`src/verilog/memcfg_pkg.sv`:
```
// Constants of the memory configuration block: offsets, fields, codes.
// Assumes a 50 MHz system clock and an APB register window.
package memcfg_pkg;
    // --------------------------------------------------------------
    // Register offsets and storage masks.
    // --------------------------------------------------------------
    localparam logic [7:0]  OFS_PROM_IO = 8'h00;
    localparam logic [7:0]  OFS_SDRAM   = 8'h04;
    localparam logic [31:0] CFG1_MASK   = 32'h7ef8_0bff;
    localparam logic [31:0] CFG1_RST    = 32'h0000_00ff;
    localparam logic [31:0] CFG2_MASK   = 32'hfff8_6000;
    localparam logic [31:0] CFG2_RST    = 32'h7c40_0000;
    // --------------------------------------------------------------
    // Field positions.
    // --------------------------------------------------------------
    localparam int B_PBRDY  = 30;
    localparam int B_ABRDY  = 29;
    localparam int B_IOWDH  = 27;
    localparam int B_IOBRDY = 26;
    localparam int B_BEXC   = 25;
    localparam int B_IOWS   = 20;
    localparam int B_IOEN   = 19;
    localparam int B_PRWEN  = 11;
    localparam int B_PRWDH  = 8;
    localparam int B_PRWWS  = 4;
    localparam int B_PRRWS  = 0;
    localparam int B_SDRREF = 31;
    localparam int B_TRP    = 30;
    localparam int B_TRFC   = 27;
    localparam int B_CAS    = 26;
    localparam int B_SDRBS  = 23;
    localparam int B_SDRCLS = 21;
    localparam int B_SDRCMD = 19;
    localparam int B_SE     = 14;
    localparam int B_SI     = 13;
    // --------------------------------------------------------------
    // Codes.
    // --------------------------------------------------------------
    localparam logic [1:0] AREA_RAM  = 2'h0;
    localparam logic [1:0] AREA_PROM = 2'h1;
    localparam logic [1:0] AREA_IO   = 2'h2;
    localparam logic [1:0] WDH_8     = 2'h0;
    localparam logic [1:0] WDH_32    = 2'h2;
    localparam logic [1:0] CMD_NONE  = 2'h0;
    localparam logic [1:0] CMD_PRE   = 2'h1;
    localparam logic [1:0] CMD_REF   = 2'h2;
    localparam logic [1:0] CMD_LMR   = 2'h3;
    localparam logic [7:0] TRAP_FETCH = 8'h01;
    localparam logic [7:0] TRAP_LOAD  = 8'h09;
    localparam logic [7:0] TRAP_STORE = 8'h2b;
    // --------------------------------------------------------------
    // Timing and geometry.
    // --------------------------------------------------------------
    localparam logic [3:0]  TRP_SHORT  = 4'h2;
    localparam logic [3:0]  TRP_LONG   = 4'h3;
    localparam logic [3:0]  TRFC_BASE  = 4'h3;
    localparam logic [3:0]  LMR_CYCLES = 4'h2;
    localparam logic [1:0]  CAS_SHORT  = 2'h2;
    localparam logic [1:0]  CAS_LONG   = 2'h3;
    localparam int          CLK_PERIOD_NS     = 20;
    localparam int          REFRESH_PERIOD_NS = 15600;
    localparam logic [9:0]  REFRESH_CYCLES =
        10'(REFRESH_PERIOD_NS / CLK_PERIOD_NS);
    localparam logic [31:0] SDRAM_BANK_MIN = 32'h0040_0000;
    localparam logic [31:0] PROM_BANK_BYTES = 32'h0010_0000;
    localparam logic [31:0] PROM_CHECK_BASE =
        PROM_BANK_BYTES - PROM_BANK_BYTES / 5;
    localparam logic [12:0] COLS_256  = 13'h0100;
    localparam logic [12:0] COLS_512  = 13'h0200;
    localparam logic [12:0] COLS_1024 = 13'h0400;
    localparam logic [12:0] COLS_2048 = 13'h0800;
    localparam logic [12:0] COLS_4096 = 13'h1000;
    // --------------------------------------------------------------
    // State types.
    // --------------------------------------------------------------
    typedef enum logic [0:0] {
        ACC_IDLE = 1'b0,
        ACC_WAIT = 1'b1
    } acc_state_t;
    typedef enum logic [0:0] {
        SD_IDLE = 1'b0,
        SD_BUSY = 1'b1
    } sd_state_t;
endpackage

```
`src/verilog/memcfg.sv`:
```
// Memory configuration block: two APB registers and the access timing.
// Assumes APB master on sys_clk and asynchronous external pins.
//
// Overview of operation
// - PROM bus-ready enable holds PROM accesses until bus-ready arrives.
// - Async bus-ready adds a sampling stage; access ends one clock later.
// - I/O width code 00 gives 8 bits, code 10 gives 32 bits.
// - I/O bus-ready enable extends I/O accesses until bus-ready arrives.
// - Enabled bus-error ends access with error and type-dependent trap.
// - I/O accesses insert the four-bit I/O waitstate count.
// - I/O accesses are refused while the I/O enable bit is zero.
// - PROM writes happen only when PROM write enable is set.
// - PROM width 00 is 8 bits, upper bit set means 32 bits.
// - Reset loads PROM width from general-purpose pins one and zero.
// - PROM write waitstates are twice the field; reset sets maximum.
// - PROM read waitstates are twice the field; reset sets maximum.
// - Eight-bit PROM with checking refuses the last fifth of a bank.
// - Periodic SDRAM refresh only while refresh enable is set.
// - Precharge lasts 2 clocks, or 3 with the timing bit set.
// - Refresh cycle lasts three clocks plus the refresh field.
// - CAS bit selects latency 2 or 3 and row-to-column delay.
// - SDRAM bank size doubles per code from 4 MB to 512 MB.
// - Column code gives 256/512/1024; code 11 gives 4096 or 2048.
// - Nonzero command field issues its command, then clears itself.
// - SDRAM enable turns on the controller; with disable, SRAM is off.
`timescale 1ns/1ps
`default_nettype none
module memcfg (
    // Clock and reset.
    input  wire logic        sys_clk,
    input  wire logic        nrst,
    // APB slave.
    input  wire logic        psel,
    input  wire logic        penable,
    input  wire logic        pwrite,
    input  wire logic [31:0] paddr,
    input  wire logic [31:0] pwdata,
    output logic      [31:0] prdata,
    output logic             pready,
    output logic             pslverr,
    // External pins.
    input  wire logic        ext_bus_ready_n,
    input  wire logic        ext_bus_error_n,
    input  wire logic [1:0]  general_purpose_pins,
    // Memory access requests.
    input  wire logic        acc_req,
    input  wire logic [1:0]  acc_area,
    input  wire logic        acc_write,
    input  wire logic        acc_fetch,
    input  wire logic [31:0] acc_addr,
    input  wire logic        prom_edac_en,
    output logic             acc_done,
    output logic             acc_err,
    output logic             acc_trap,
    output logic      [7:0]  acc_trap_code,
    // Bus geometry.
    output logic             prom_bus_32,
    output logic             io_bus_32,
    // SDRAM control.
    output logic             sdram_cmd_strobe,
    output logic      [1:0]  sdram_cmd,
    output logic             sdram_busy,
    output logic             sdram_ctrl_en,
    output logic             sram_disable,
    output logic      [1:0]  cas_latency,
    output logic      [1:0]  ras_cas_delay,
    output logic      [31:0] sdram_bank_bytes,
    output logic      [12:0] sdram_columns
);
    // --------------------------------------------------------------
    // Pin synchronisation.
    // --------------------------------------------------------------
    logic [3:0] pins_s;
    logic       ext_bus_ready_n_late_q;
    logic       ext_bus_ready_n_s;
    logic       bexc_s;
    logic       ext_bus_ready_n_ok;
    logic       cfg_abrdy;

    pin_sync #(.WIDTH(4)) u_sync (
        .sys_clk   (sys_clk),
        .pin_async ({ext_bus_ready_n, ext_bus_error_n,
                     general_purpose_pins}),
        .pin_sync  (pins_s)
    );
    assign ext_bus_ready_n_s = !pins_s[3];
    assign bexc_s = !pins_s[2];

    always_ff @(posedge sys_clk) begin
        if (!nrst) begin
            ext_bus_ready_n_late_q <= 1'b0;
        end else begin
            ext_bus_ready_n_late_q <= ext_bus_ready_n_s;
        end
    end
    assign ext_bus_ready_n_ok = pins_s[3] ? 1'b0 :
                     (cfg_abrdy ? ext_bus_ready_n_late_q : 1'b1);

    // --------------------------------------------------------------
    // Register file.
    // --------------------------------------------------------------
    logic [31:0] cfg1_q;
    logic [31:0] cfg2_q;
    logic [31:0] prdata_q;
    logic        pslverr_q;
    logic        wr_en;
    logic        cmd_done;
    logic [7:0]  ofs;

    assign ofs   = {paddr[7:2], 2'b00};
    assign wr_en = psel && penable && pwrite;
    assign cfg_abrdy = cfg1_q[memcfg_pkg::B_ABRDY];

    always_ff @(posedge sys_clk) begin
        if (!nrst) begin
            cfg1_q <= memcfg_pkg::CFG1_RST;
            cfg1_q[memcfg_pkg::B_PRWDH +: 2] <= pins_s[1:0];
        end else if (wr_en && ofs == memcfg_pkg::OFS_PROM_IO) begin
            cfg1_q <= pwdata & memcfg_pkg::CFG1_MASK;
        end
    end

    always_ff @(posedge sys_clk) begin
        if (!nrst) begin
            cfg2_q <= memcfg_pkg::CFG2_RST;
        end else if (wr_en && ofs == memcfg_pkg::OFS_SDRAM) begin
            cfg2_q <= pwdata & memcfg_pkg::CFG2_MASK;
        end else if (cmd_done) begin
            cfg2_q[memcfg_pkg::B_SDRCMD +: 2] <= memcfg_pkg::CMD_NONE;
        end
    end

    always_ff @(posedge sys_clk) begin
        if (!nrst) begin
            prdata_q  <= 32'h0000_0000;
            pslverr_q <= 1'b0;
        end else if (psel && !penable) begin
            prdata_q  <= 32'h0000_0000;
            pslverr_q <= 1'b0;
            case (ofs)
                memcfg_pkg::OFS_PROM_IO: prdata_q <= cfg1_q;
                memcfg_pkg::OFS_SDRAM:   prdata_q <= cfg2_q;
                default:                 pslverr_q <= 1'b1;
            endcase
        end
    end
    assign prdata  = prdata_q;
    assign pready  = psel && penable;
    assign pslverr = pslverr_q && psel && penable;

    // --------------------------------------------------------------
    // Static access sequencer.
    // --------------------------------------------------------------
    memcfg_pkg::acc_state_t acc_st_q;
    logic [4:0] ws_cnt_q;
    logic [4:0] acc_ws;
    logic [1:0] area_q;
    logic       wr_q;
    logic       fetch_q;
    logic       acc_take;
    logic       acc_block;
    logic       check_zone;
    logic       ext_bus_ready_n_need;
    logic       bexc_hit;
    logic [7:0] trap_sel;

    function automatic logic [4:0] twice(input logic [3:0] f);
        twice = {f, 1'b0};
    endfunction

    assign acc_take = acc_req && acc_st_q == memcfg_pkg::ACC_IDLE &&
                      !acc_done;
    assign check_zone = (acc_addr & (memcfg_pkg::PROM_BANK_BYTES -
                         32'h0000_0001)) >= memcfg_pkg::PROM_CHECK_BASE;
    assign acc_block =
        (acc_area == memcfg_pkg::AREA_IO &&
         !cfg1_q[memcfg_pkg::B_IOEN]) ||
        (acc_area == memcfg_pkg::AREA_PROM && acc_write &&
         !cfg1_q[memcfg_pkg::B_PRWEN]) ||
        (acc_area == memcfg_pkg::AREA_PROM && !prom_bus_32 &&
         prom_edac_en && check_zone) ||
        (acc_area == memcfg_pkg::AREA_RAM && sdram_ctrl_en &&
         sram_disable);

    always_comb begin
        acc_ws = 5'h00;
        if (acc_area == memcfg_pkg::AREA_IO) begin
            acc_ws = {1'b0, cfg1_q[memcfg_pkg::B_IOWS +: 4]};
        end else if (acc_area == memcfg_pkg::AREA_PROM) begin
            acc_ws = acc_write ?
                twice(cfg1_q[memcfg_pkg::B_PRWWS +: 4]) :
                twice(cfg1_q[memcfg_pkg::B_PRRWS +: 4]);
        end
    end

    assign ext_bus_ready_n_need =
        (area_q == memcfg_pkg::AREA_PROM &&
         cfg1_q[memcfg_pkg::B_PBRDY]) ||
        (area_q == memcfg_pkg::AREA_IO &&
         cfg1_q[memcfg_pkg::B_IOBRDY]);
    assign bexc_hit = bexc_s && cfg1_q[memcfg_pkg::B_BEXC];
    assign trap_sel = fetch_q ? memcfg_pkg::TRAP_FETCH :
                      (wr_q ? memcfg_pkg::TRAP_STORE :
                       memcfg_pkg::TRAP_LOAD);

    always_ff @(posedge sys_clk) begin
        if (!nrst) begin
            acc_st_q      <= memcfg_pkg::ACC_IDLE;
            ws_cnt_q      <= 5'h00;
            area_q        <= memcfg_pkg::AREA_RAM;
            wr_q          <= 1'b0;
            fetch_q       <= 1'b0;
            acc_done      <= 1'b0;
            acc_err       <= 1'b0;
            acc_trap      <= 1'b0;
            acc_trap_code <= 8'h00;
        end else begin
            acc_done <= 1'b0;
            acc_err  <= 1'b0;
            acc_trap <= 1'b0;
            case (acc_st_q)
                memcfg_pkg::ACC_IDLE: begin
                    if (acc_take) begin
                        area_q  <= acc_area;
                        wr_q    <= acc_write;
                        fetch_q <= acc_fetch;
                        if (acc_block) begin
                            acc_done <= 1'b1;
                            acc_err  <= 1'b1;
                        end else begin
                            ws_cnt_q <= acc_ws;
                            acc_st_q <= memcfg_pkg::ACC_WAIT;
                        end
                    end
                end
                memcfg_pkg::ACC_WAIT: begin
                    if (bexc_hit) begin
                        acc_done      <= 1'b1;
                        acc_err       <= 1'b1;
                        acc_trap      <= 1'b1;
                        acc_trap_code <= trap_sel;
                        acc_st_q      <= memcfg_pkg::ACC_IDLE;
                    end else if (ws_cnt_q != 5'h00) begin
                        ws_cnt_q <= ws_cnt_q - 5'h01;
                    end else if (!ext_bus_ready_n_need || ext_bus_ready_n_ok) begin
                        acc_done <= 1'b1;
                        acc_st_q <= memcfg_pkg::ACC_IDLE;
                    end
                end
                default: acc_st_q <= memcfg_pkg::ACC_IDLE;
            endcase
        end
    end

    // --------------------------------------------------------------
    // Geometry decode.
    // --------------------------------------------------------------
    assign prom_bus_32 = cfg1_q[memcfg_pkg::B_PRWDH + 1];
    assign io_bus_32   = cfg1_q[memcfg_pkg::B_IOWDH +: 2] ==
                         memcfg_pkg::WDH_32;
    assign sdram_ctrl_en = cfg2_q[memcfg_pkg::B_SE];
    assign sram_disable  = cfg2_q[memcfg_pkg::B_SI];
    assign cas_latency   = cfg2_q[memcfg_pkg::B_CAS] ?
        memcfg_pkg::CAS_LONG : memcfg_pkg::CAS_SHORT;
    assign ras_cas_delay = cas_latency;
    assign sdram_bank_bytes = memcfg_pkg::SDRAM_BANK_MIN <<
        cfg2_q[memcfg_pkg::B_SDRBS +: 3];

    always_comb begin
        case (cfg2_q[memcfg_pkg::B_SDRCLS +: 2])
            2'h0:    sdram_columns = memcfg_pkg::COLS_256;
            2'h1:    sdram_columns = memcfg_pkg::COLS_512;
            2'h2:    sdram_columns = memcfg_pkg::COLS_1024;
            default: sdram_columns =
                (cfg2_q[memcfg_pkg::B_SDRBS +: 3] == 3'h7) ?
                memcfg_pkg::COLS_4096 : memcfg_pkg::COLS_2048;
        endcase
    end

    // --------------------------------------------------------------
    // SDRAM command engine and refresh timer.
    // --------------------------------------------------------------
    memcfg_pkg::sd_state_t sd_st_q;
    logic [9:0] ref_cnt_q;
    logic       ref_pend_q;
    logic       ref_en;
    logic [1:0] sw_cmd;
    logic [1:0] start_kind;
    logic [3:0] sd_dur;
    logic [3:0] sd_cnt_q;
    logic       sw_q;
    logic       sd_start;
    logic       sd_done;

    assign ref_en   = cfg2_q[memcfg_pkg::B_SDRREF] && sdram_ctrl_en;
    assign sw_cmd   = cfg2_q[memcfg_pkg::B_SDRCMD +: 2];
    assign sd_start = sd_st_q == memcfg_pkg::SD_IDLE && sdram_ctrl_en &&
                      (sw_cmd != memcfg_pkg::CMD_NONE ||
                       (ref_pend_q && ref_en));
    assign start_kind = (sw_cmd != memcfg_pkg::CMD_NONE) ? sw_cmd :
                        memcfg_pkg::CMD_REF;
    assign sd_done  = sd_st_q == memcfg_pkg::SD_BUSY && sd_cnt_q == 4'h0;
    assign cmd_done = sd_done && sw_q;
    assign sdram_busy = sd_st_q == memcfg_pkg::SD_BUSY;

    always_comb begin
        case (start_kind)
            memcfg_pkg::CMD_PRE: sd_dur = cfg2_q[memcfg_pkg::B_TRP] ?
                memcfg_pkg::TRP_LONG : memcfg_pkg::TRP_SHORT;
            memcfg_pkg::CMD_REF: sd_dur = memcfg_pkg::TRFC_BASE +
                {1'b0, cfg2_q[memcfg_pkg::B_TRFC +: 3]};
            default: sd_dur = memcfg_pkg::LMR_CYCLES;
        endcase
    end

    always_ff @(posedge sys_clk) begin
        if (!nrst) begin
            ref_cnt_q  <= memcfg_pkg::REFRESH_CYCLES;
            ref_pend_q <= 1'b0;
        end else begin
            ref_cnt_q <= (ref_cnt_q == 10'h000) ?
                memcfg_pkg::REFRESH_CYCLES : ref_cnt_q - 10'h001;
            if (ref_cnt_q == 10'h000 && ref_en) begin
                ref_pend_q <= 1'b1;
            end else if (!ref_en || (sd_start &&
                         sw_cmd == memcfg_pkg::CMD_NONE)) begin
                ref_pend_q <= 1'b0;
            end
        end
    end

    always_ff @(posedge sys_clk) begin
        if (!nrst) begin
            sd_st_q          <= memcfg_pkg::SD_IDLE;
            sd_cnt_q         <= 4'h0;
            sw_q             <= 1'b0;
            sdram_cmd        <= memcfg_pkg::CMD_NONE;
            sdram_cmd_strobe <= 1'b0;
        end else begin
            sdram_cmd_strobe <= 1'b0;
            case (sd_st_q)
                memcfg_pkg::SD_IDLE: begin
                    if (sd_start) begin
                        sd_cnt_q  <= sd_dur - 4'h1;
                        sw_q      <= sw_cmd != memcfg_pkg::CMD_NONE;
                        sdram_cmd <= start_kind;
                        sdram_cmd_strobe <= 1'b1;
                        sd_st_q   <= memcfg_pkg::SD_BUSY;
                    end
                end
                memcfg_pkg::SD_BUSY: begin
                    if (sd_cnt_q == 4'h0) begin
                        sd_st_q <= memcfg_pkg::SD_IDLE;
                    end else begin
                        sd_cnt_q <= sd_cnt_q - 4'h1;
                    end
                end
                default: sd_st_q <= memcfg_pkg::SD_IDLE;
            endcase
        end
    end

    // --------------------------------------------------------------
    // Checks.
    // --------------------------------------------------------------
    logic [5:0] acc_cyc_q;
    logic [3:0] sd_cyc_q;

    always_ff @(posedge sys_clk) begin
        if (!nrst || acc_take) begin
            acc_cyc_q <= 6'h00;
        end else if (acc_cyc_q != 6'h3f) begin
            acc_cyc_q <= acc_cyc_q + 6'h01;
        end
    end

    always_ff @(posedge sys_clk) begin
        if (!nrst || sd_start) begin
            sd_cyc_q <= 4'h1;
        end else if (sdram_busy) begin
            sd_cyc_q <= sd_cyc_q + 4'h1;
        end
    end
endmodule
`default_nettype wire

```
`src/verilog/pin_sync.sv`:
```
// Two-stage synchroniser for the external pins of the memory block.
// Assumes the pins are asynchronous to sys_clk.
`timescale 1ns/1ps
`default_nettype none
module pin_sync #(
    parameter int WIDTH = 4
) (
    // Clock.
    input  wire logic             sys_clk,
    // Pins and synchronised copies.
    input  wire logic [WIDTH-1:0] pin_async,
    output logic      [WIDTH-1:0] pin_sync
);
    logic [WIDTH-1:0] meta_q;

    always_ff @(posedge sys_clk) begin
        meta_q   <= pin_async;
        pin_sync <= meta_q;
    end
endmodule
`default_nettype wire

```
`config.mk`:
```
export PLATFORM = sky130hd
export DESIGN_NAME = memcfg
export DESIGN_NICKNAME = d
export VERILOG_FILES = /design/src/verilog/memcfg_pkg.sv /design/src/verilog/memcfg.sv /design/src/verilog/pin_sync.sv
export SDC_FILE = /design/constraint.sdc
export NUM_CORES = 1
export LEC_CHECK = 0
export BUFFER_PORTS_ARGS = -buffer_cell sky130_fd_sc_hd__buf_4
export CAP_MARGIN = 10
export CORE_AREA = 2 2 189 98
export DETAILED_ROUTE_END_ITERATION = 8
export DIE_AREA = 0 0 191 100
export PLACE_DENSITY = 0.59
export SLEW_MARGIN = 15
export SYNTH_ARGS = -nofsm -noshare
export SYNTH_HDL_FRONTEND = slang
export SYNTH_SLANG_ARGS = --single-unit
export TNS_END_PERCENT = 100
```
`constraint.sdc`:
```
create_clock -name sys_clk -period 2 [get_ports sys_clk]
set_input_delay 0.3 -clock sys_clk [delete_from_list [all_inputs] [get_ports sys_clk]]
set_output_delay 0.3 -clock sys_clk [all_outputs]
set_load 0.05 [all_outputs]
```
==> impl_results.md <==
- Fillers: 1,862
- Synth Area in Compound Gates: 15.6%
- I/O pins: 213
- P_leak: 2.84 nW
- Starting Density: 29.1%
- Tightest Hold Check Type: primary input to flop
- CTS Buf Count: 9
- RR Startpoint: ws_cnt_q[1]
- Antenna violations before repair: 0
- Via density: 4.50
- Final hold vios: 0
- Clk root buf: clkbuf_16
- WL final: 14,400 um
- Skew-Pair Late Insertion Delay: 0.36 ns
- Clock Sinks: 109
- Diode count: 0
- Core Util, Final: 37.1%
- TritonCTS clock tree: done
- Drt pass-1 iters: 4
- Setup violators final: 0
- Top delay family on crit path: flip-flops
- Syn-to-layout area delta: 27.5%
- Die width: 191 um
- WL/cell: 14.8 um
- CP endpoint: sdram_columns[12]
- Die area: 19,100 um^2
- Placed cells: 956
- Syn Std Cell Area: 5160 um^2
- R2R setup slack: 0.20 ns
- Peak supply drop: 0.439 mV
- Post-Place Setup Slack: 0.0690 ns
- Post-synth EDFFs: 2
- Reg2Reg Depth: 8
- Cells after Synth: 607
- Num rows: 35
- Number of setup buffers added after CTS: 0
- Ys Warns: 0
- WP depth: 3
- Routed Antenna Nets: 0
- Crit Reg-Reg Endpoint: ws_cnt_q[0]
- Residual DRC: 0
- Max-Cap Viols: 0
- Fin crit period: 1.83 ns
- Fin. max-slew vios: 0
- CP Capture Type: output port
- Commonest cells after routing, fill and taps aside: buf_4, nand2_1, dfxtp_1
- Clk slew on worst S/H paths: 0.08 ns
- Crit path DAT: 1.53 ns
- Worst-margin pin slew: 0.546 ns
- Post-Synth Simple-Gate Area: 24.8%
- Worst path bufs/invs: 1
- Worst Setup SP: cfg2_q[23]
- Number of distinct library cells after synthesis: 60
- Clock skew: 0.00788 ns
- Leading cell type in the layout, fill and taps excluded: buf_4
- DP HPWL: 11,000 um
- Vias in the first global route: 4,076
- Routability Congestion: 0.817
- Slew margin rel.: 63.6%
- Core Region: 17,700 um^2
- Mapped Avg Cell Area: 8.50 um^2
- CP Launch Type: flop
- Tcrit/Tclk final: 91.5%
- Largest family of logic cells by synthesized area: simple AND/OR/NAND/NOR gates
- Crit path top cell by count: and3_1
- Largest net degree at the start of global routing: 45
- Synth Register Bits: 109
- Post-synthesis mux area share: 3.52%
- Power per cell area: 742 nW/um^2
- Fmax: 546 MHz
- Fin Hold WS: 0.0380 ns
- Chip height: 100 um
- Vias: 4,370
- Post-Layout Cell Count: 972
- Ys flop type: dfxtp_1
- Fin worst setup slack: 0.170 ns
- CP Cell Sequence: and3_1, and3_1, buf_4
- Post-Synth XOR/XNOR Area: 1.19%
- WS Path Type: flop to output port
- Gr ovfl total: 0
- All-Layer GR Usage: 15.4%
- Status: completed
- Worst EP required: 1.70 ns
- Clock tree buffer depth: 2
- CTS Hold Buffers Added: 0
- H-tree depth: 3
- Ys async rst share: 0%
- First-pass GRT wire length: 22,600 um
- First DRT Iteration DRCs: 232
- Port Buffer Count: 124
- CP max stage cell: dfxtp_1
- Adder-cell share of the synthesized area: 1.21%
- Fraction of layout cells with a size suffix above 1: 24.0%
- Crit-path max FO: 10
- Seq/Total Area, Yosys: 42.7%
- RSZ-0062 raised after global routing: no
- CP peak stage delay: 0.56 ns
- Layout Nets: 843
==> kinds of logic (layout without fill, tap and decap cells) <==
kind of cell,Yosys count,in the layout
AND/OR/NAND/NOR,259,259
AO/OA/AOI/OAI,111,111
flip-flops,109,109
buffers and inverters,96,179
multiplexers,18,18
XOR/XNOR,7,7
adder cells (fa/ha/maj),5,5
other,2,44
==> per-stage QoR <==
step / instance area (um^2) / total power [mW] / setup TNS (ns)
after global placement: 6250 / 2.94 / 0
after floorplan: 5320 / 2.80 / -0.0557
after detailed placement: 6250 / 2.94 / 0
final: 6580 / 4.88 / 0
after global routing: 6580 / 5.06 / 0
after CTS: 6570 / 4.93 / 0
==> layout make-up <==
type	instances	area [um^2]	share of cell area (%)
well taps	240	300	4.57
multi-input cells	444	2560	39.0
clock inverters	5	82.6	1.26
flip-flops and latches	109	2200	33.5
clock buffers	11	243	3.69
repair buffers	149	1130	17.2
inverters	14	52.6	0.799
==> state kept, by name (all words and copies together) (netlist names), 2 cells and up <==
register / count
acc_trap_code: 3
prdata: 26
cfg2_q: 15
cfg1_q: 22
ws_cnt_q: 5
u_sync.meta_q: 4
sd_cnt_q: 4
sdram_cmd: 2
ref_cnt_q: 10
area_q: 2
u_sync.pin_sync: 4
==> cell usage after synthesis (all sizes together), types with 5 or more instances <==
master	count	share of area, %
a22oi	16	2.3
o211ai	9	1.6
nor2b	34	4.1
clkbuf	25	1.8
o21ai	16	1.6
a21oi	18	1.7
ha	5	1.2
nand2	112	8.2
nand2b	5	0.61
and3	6	0.73
nor2	25	1.8
mux2i	17	3.3
a21boi	29	4.2
dfxtp	107	42
and2	5	0.61
nor3	24	2.4
buf	57	8.0
nand3	21	2.0
inv	14	1.0
==> worst min path at each step <==
stage / startpoint / end / slack, ns / cells past startpoint
finish: ext_bus_ready_n / u_sync.meta_q[3] / 0.04 / 1
global route: ext_bus_error_n / u_sync.meta_q[2] / 0.03 / 1
CTS: ext_bus_ready_n / u_sync.meta_q[3] / 0.02 / 1
detailed placement: u_sync.meta_q[0] / u_sync.pin_sync[0] / 0.31 / 0
global placement: u_sync.meta_q[2] / u_sync.pin_sync[2] / 0.31 / 0
floorplan: u_sync.meta_q[0] / u_sync.pin_sync[0] / 0.31 / 0
==> what timing repair did <==
item | CTS | global route
endpoints found under the hold margin | 0 | 0
endpoints found under the setup margin | 0 | 1
gates resized for setup | 0 | 2
==> power by group <==
part | switching, mW | internal [mW] | total (mW) | leakage (nW)
clock network | 0.843 | 1.14 | 1.98 | 0.160
registers | 0.0329 | 2.22 | 2.26 | 0.889
logic | 0.417 | 0.223 | 0.640 | 1.79
total | 1.29 | 3.59 | 4.88 | 2.84
==> routing by layer <==
layer | global-route usage (%) | wire (um)
met3 | 4.90 | 1190
met4 | 3.64 | 137
met2 | 19.3 | 5220
met5 | 0 | 0
met1 | 24.4 | 7850
(Power assumes the default switching activity.)
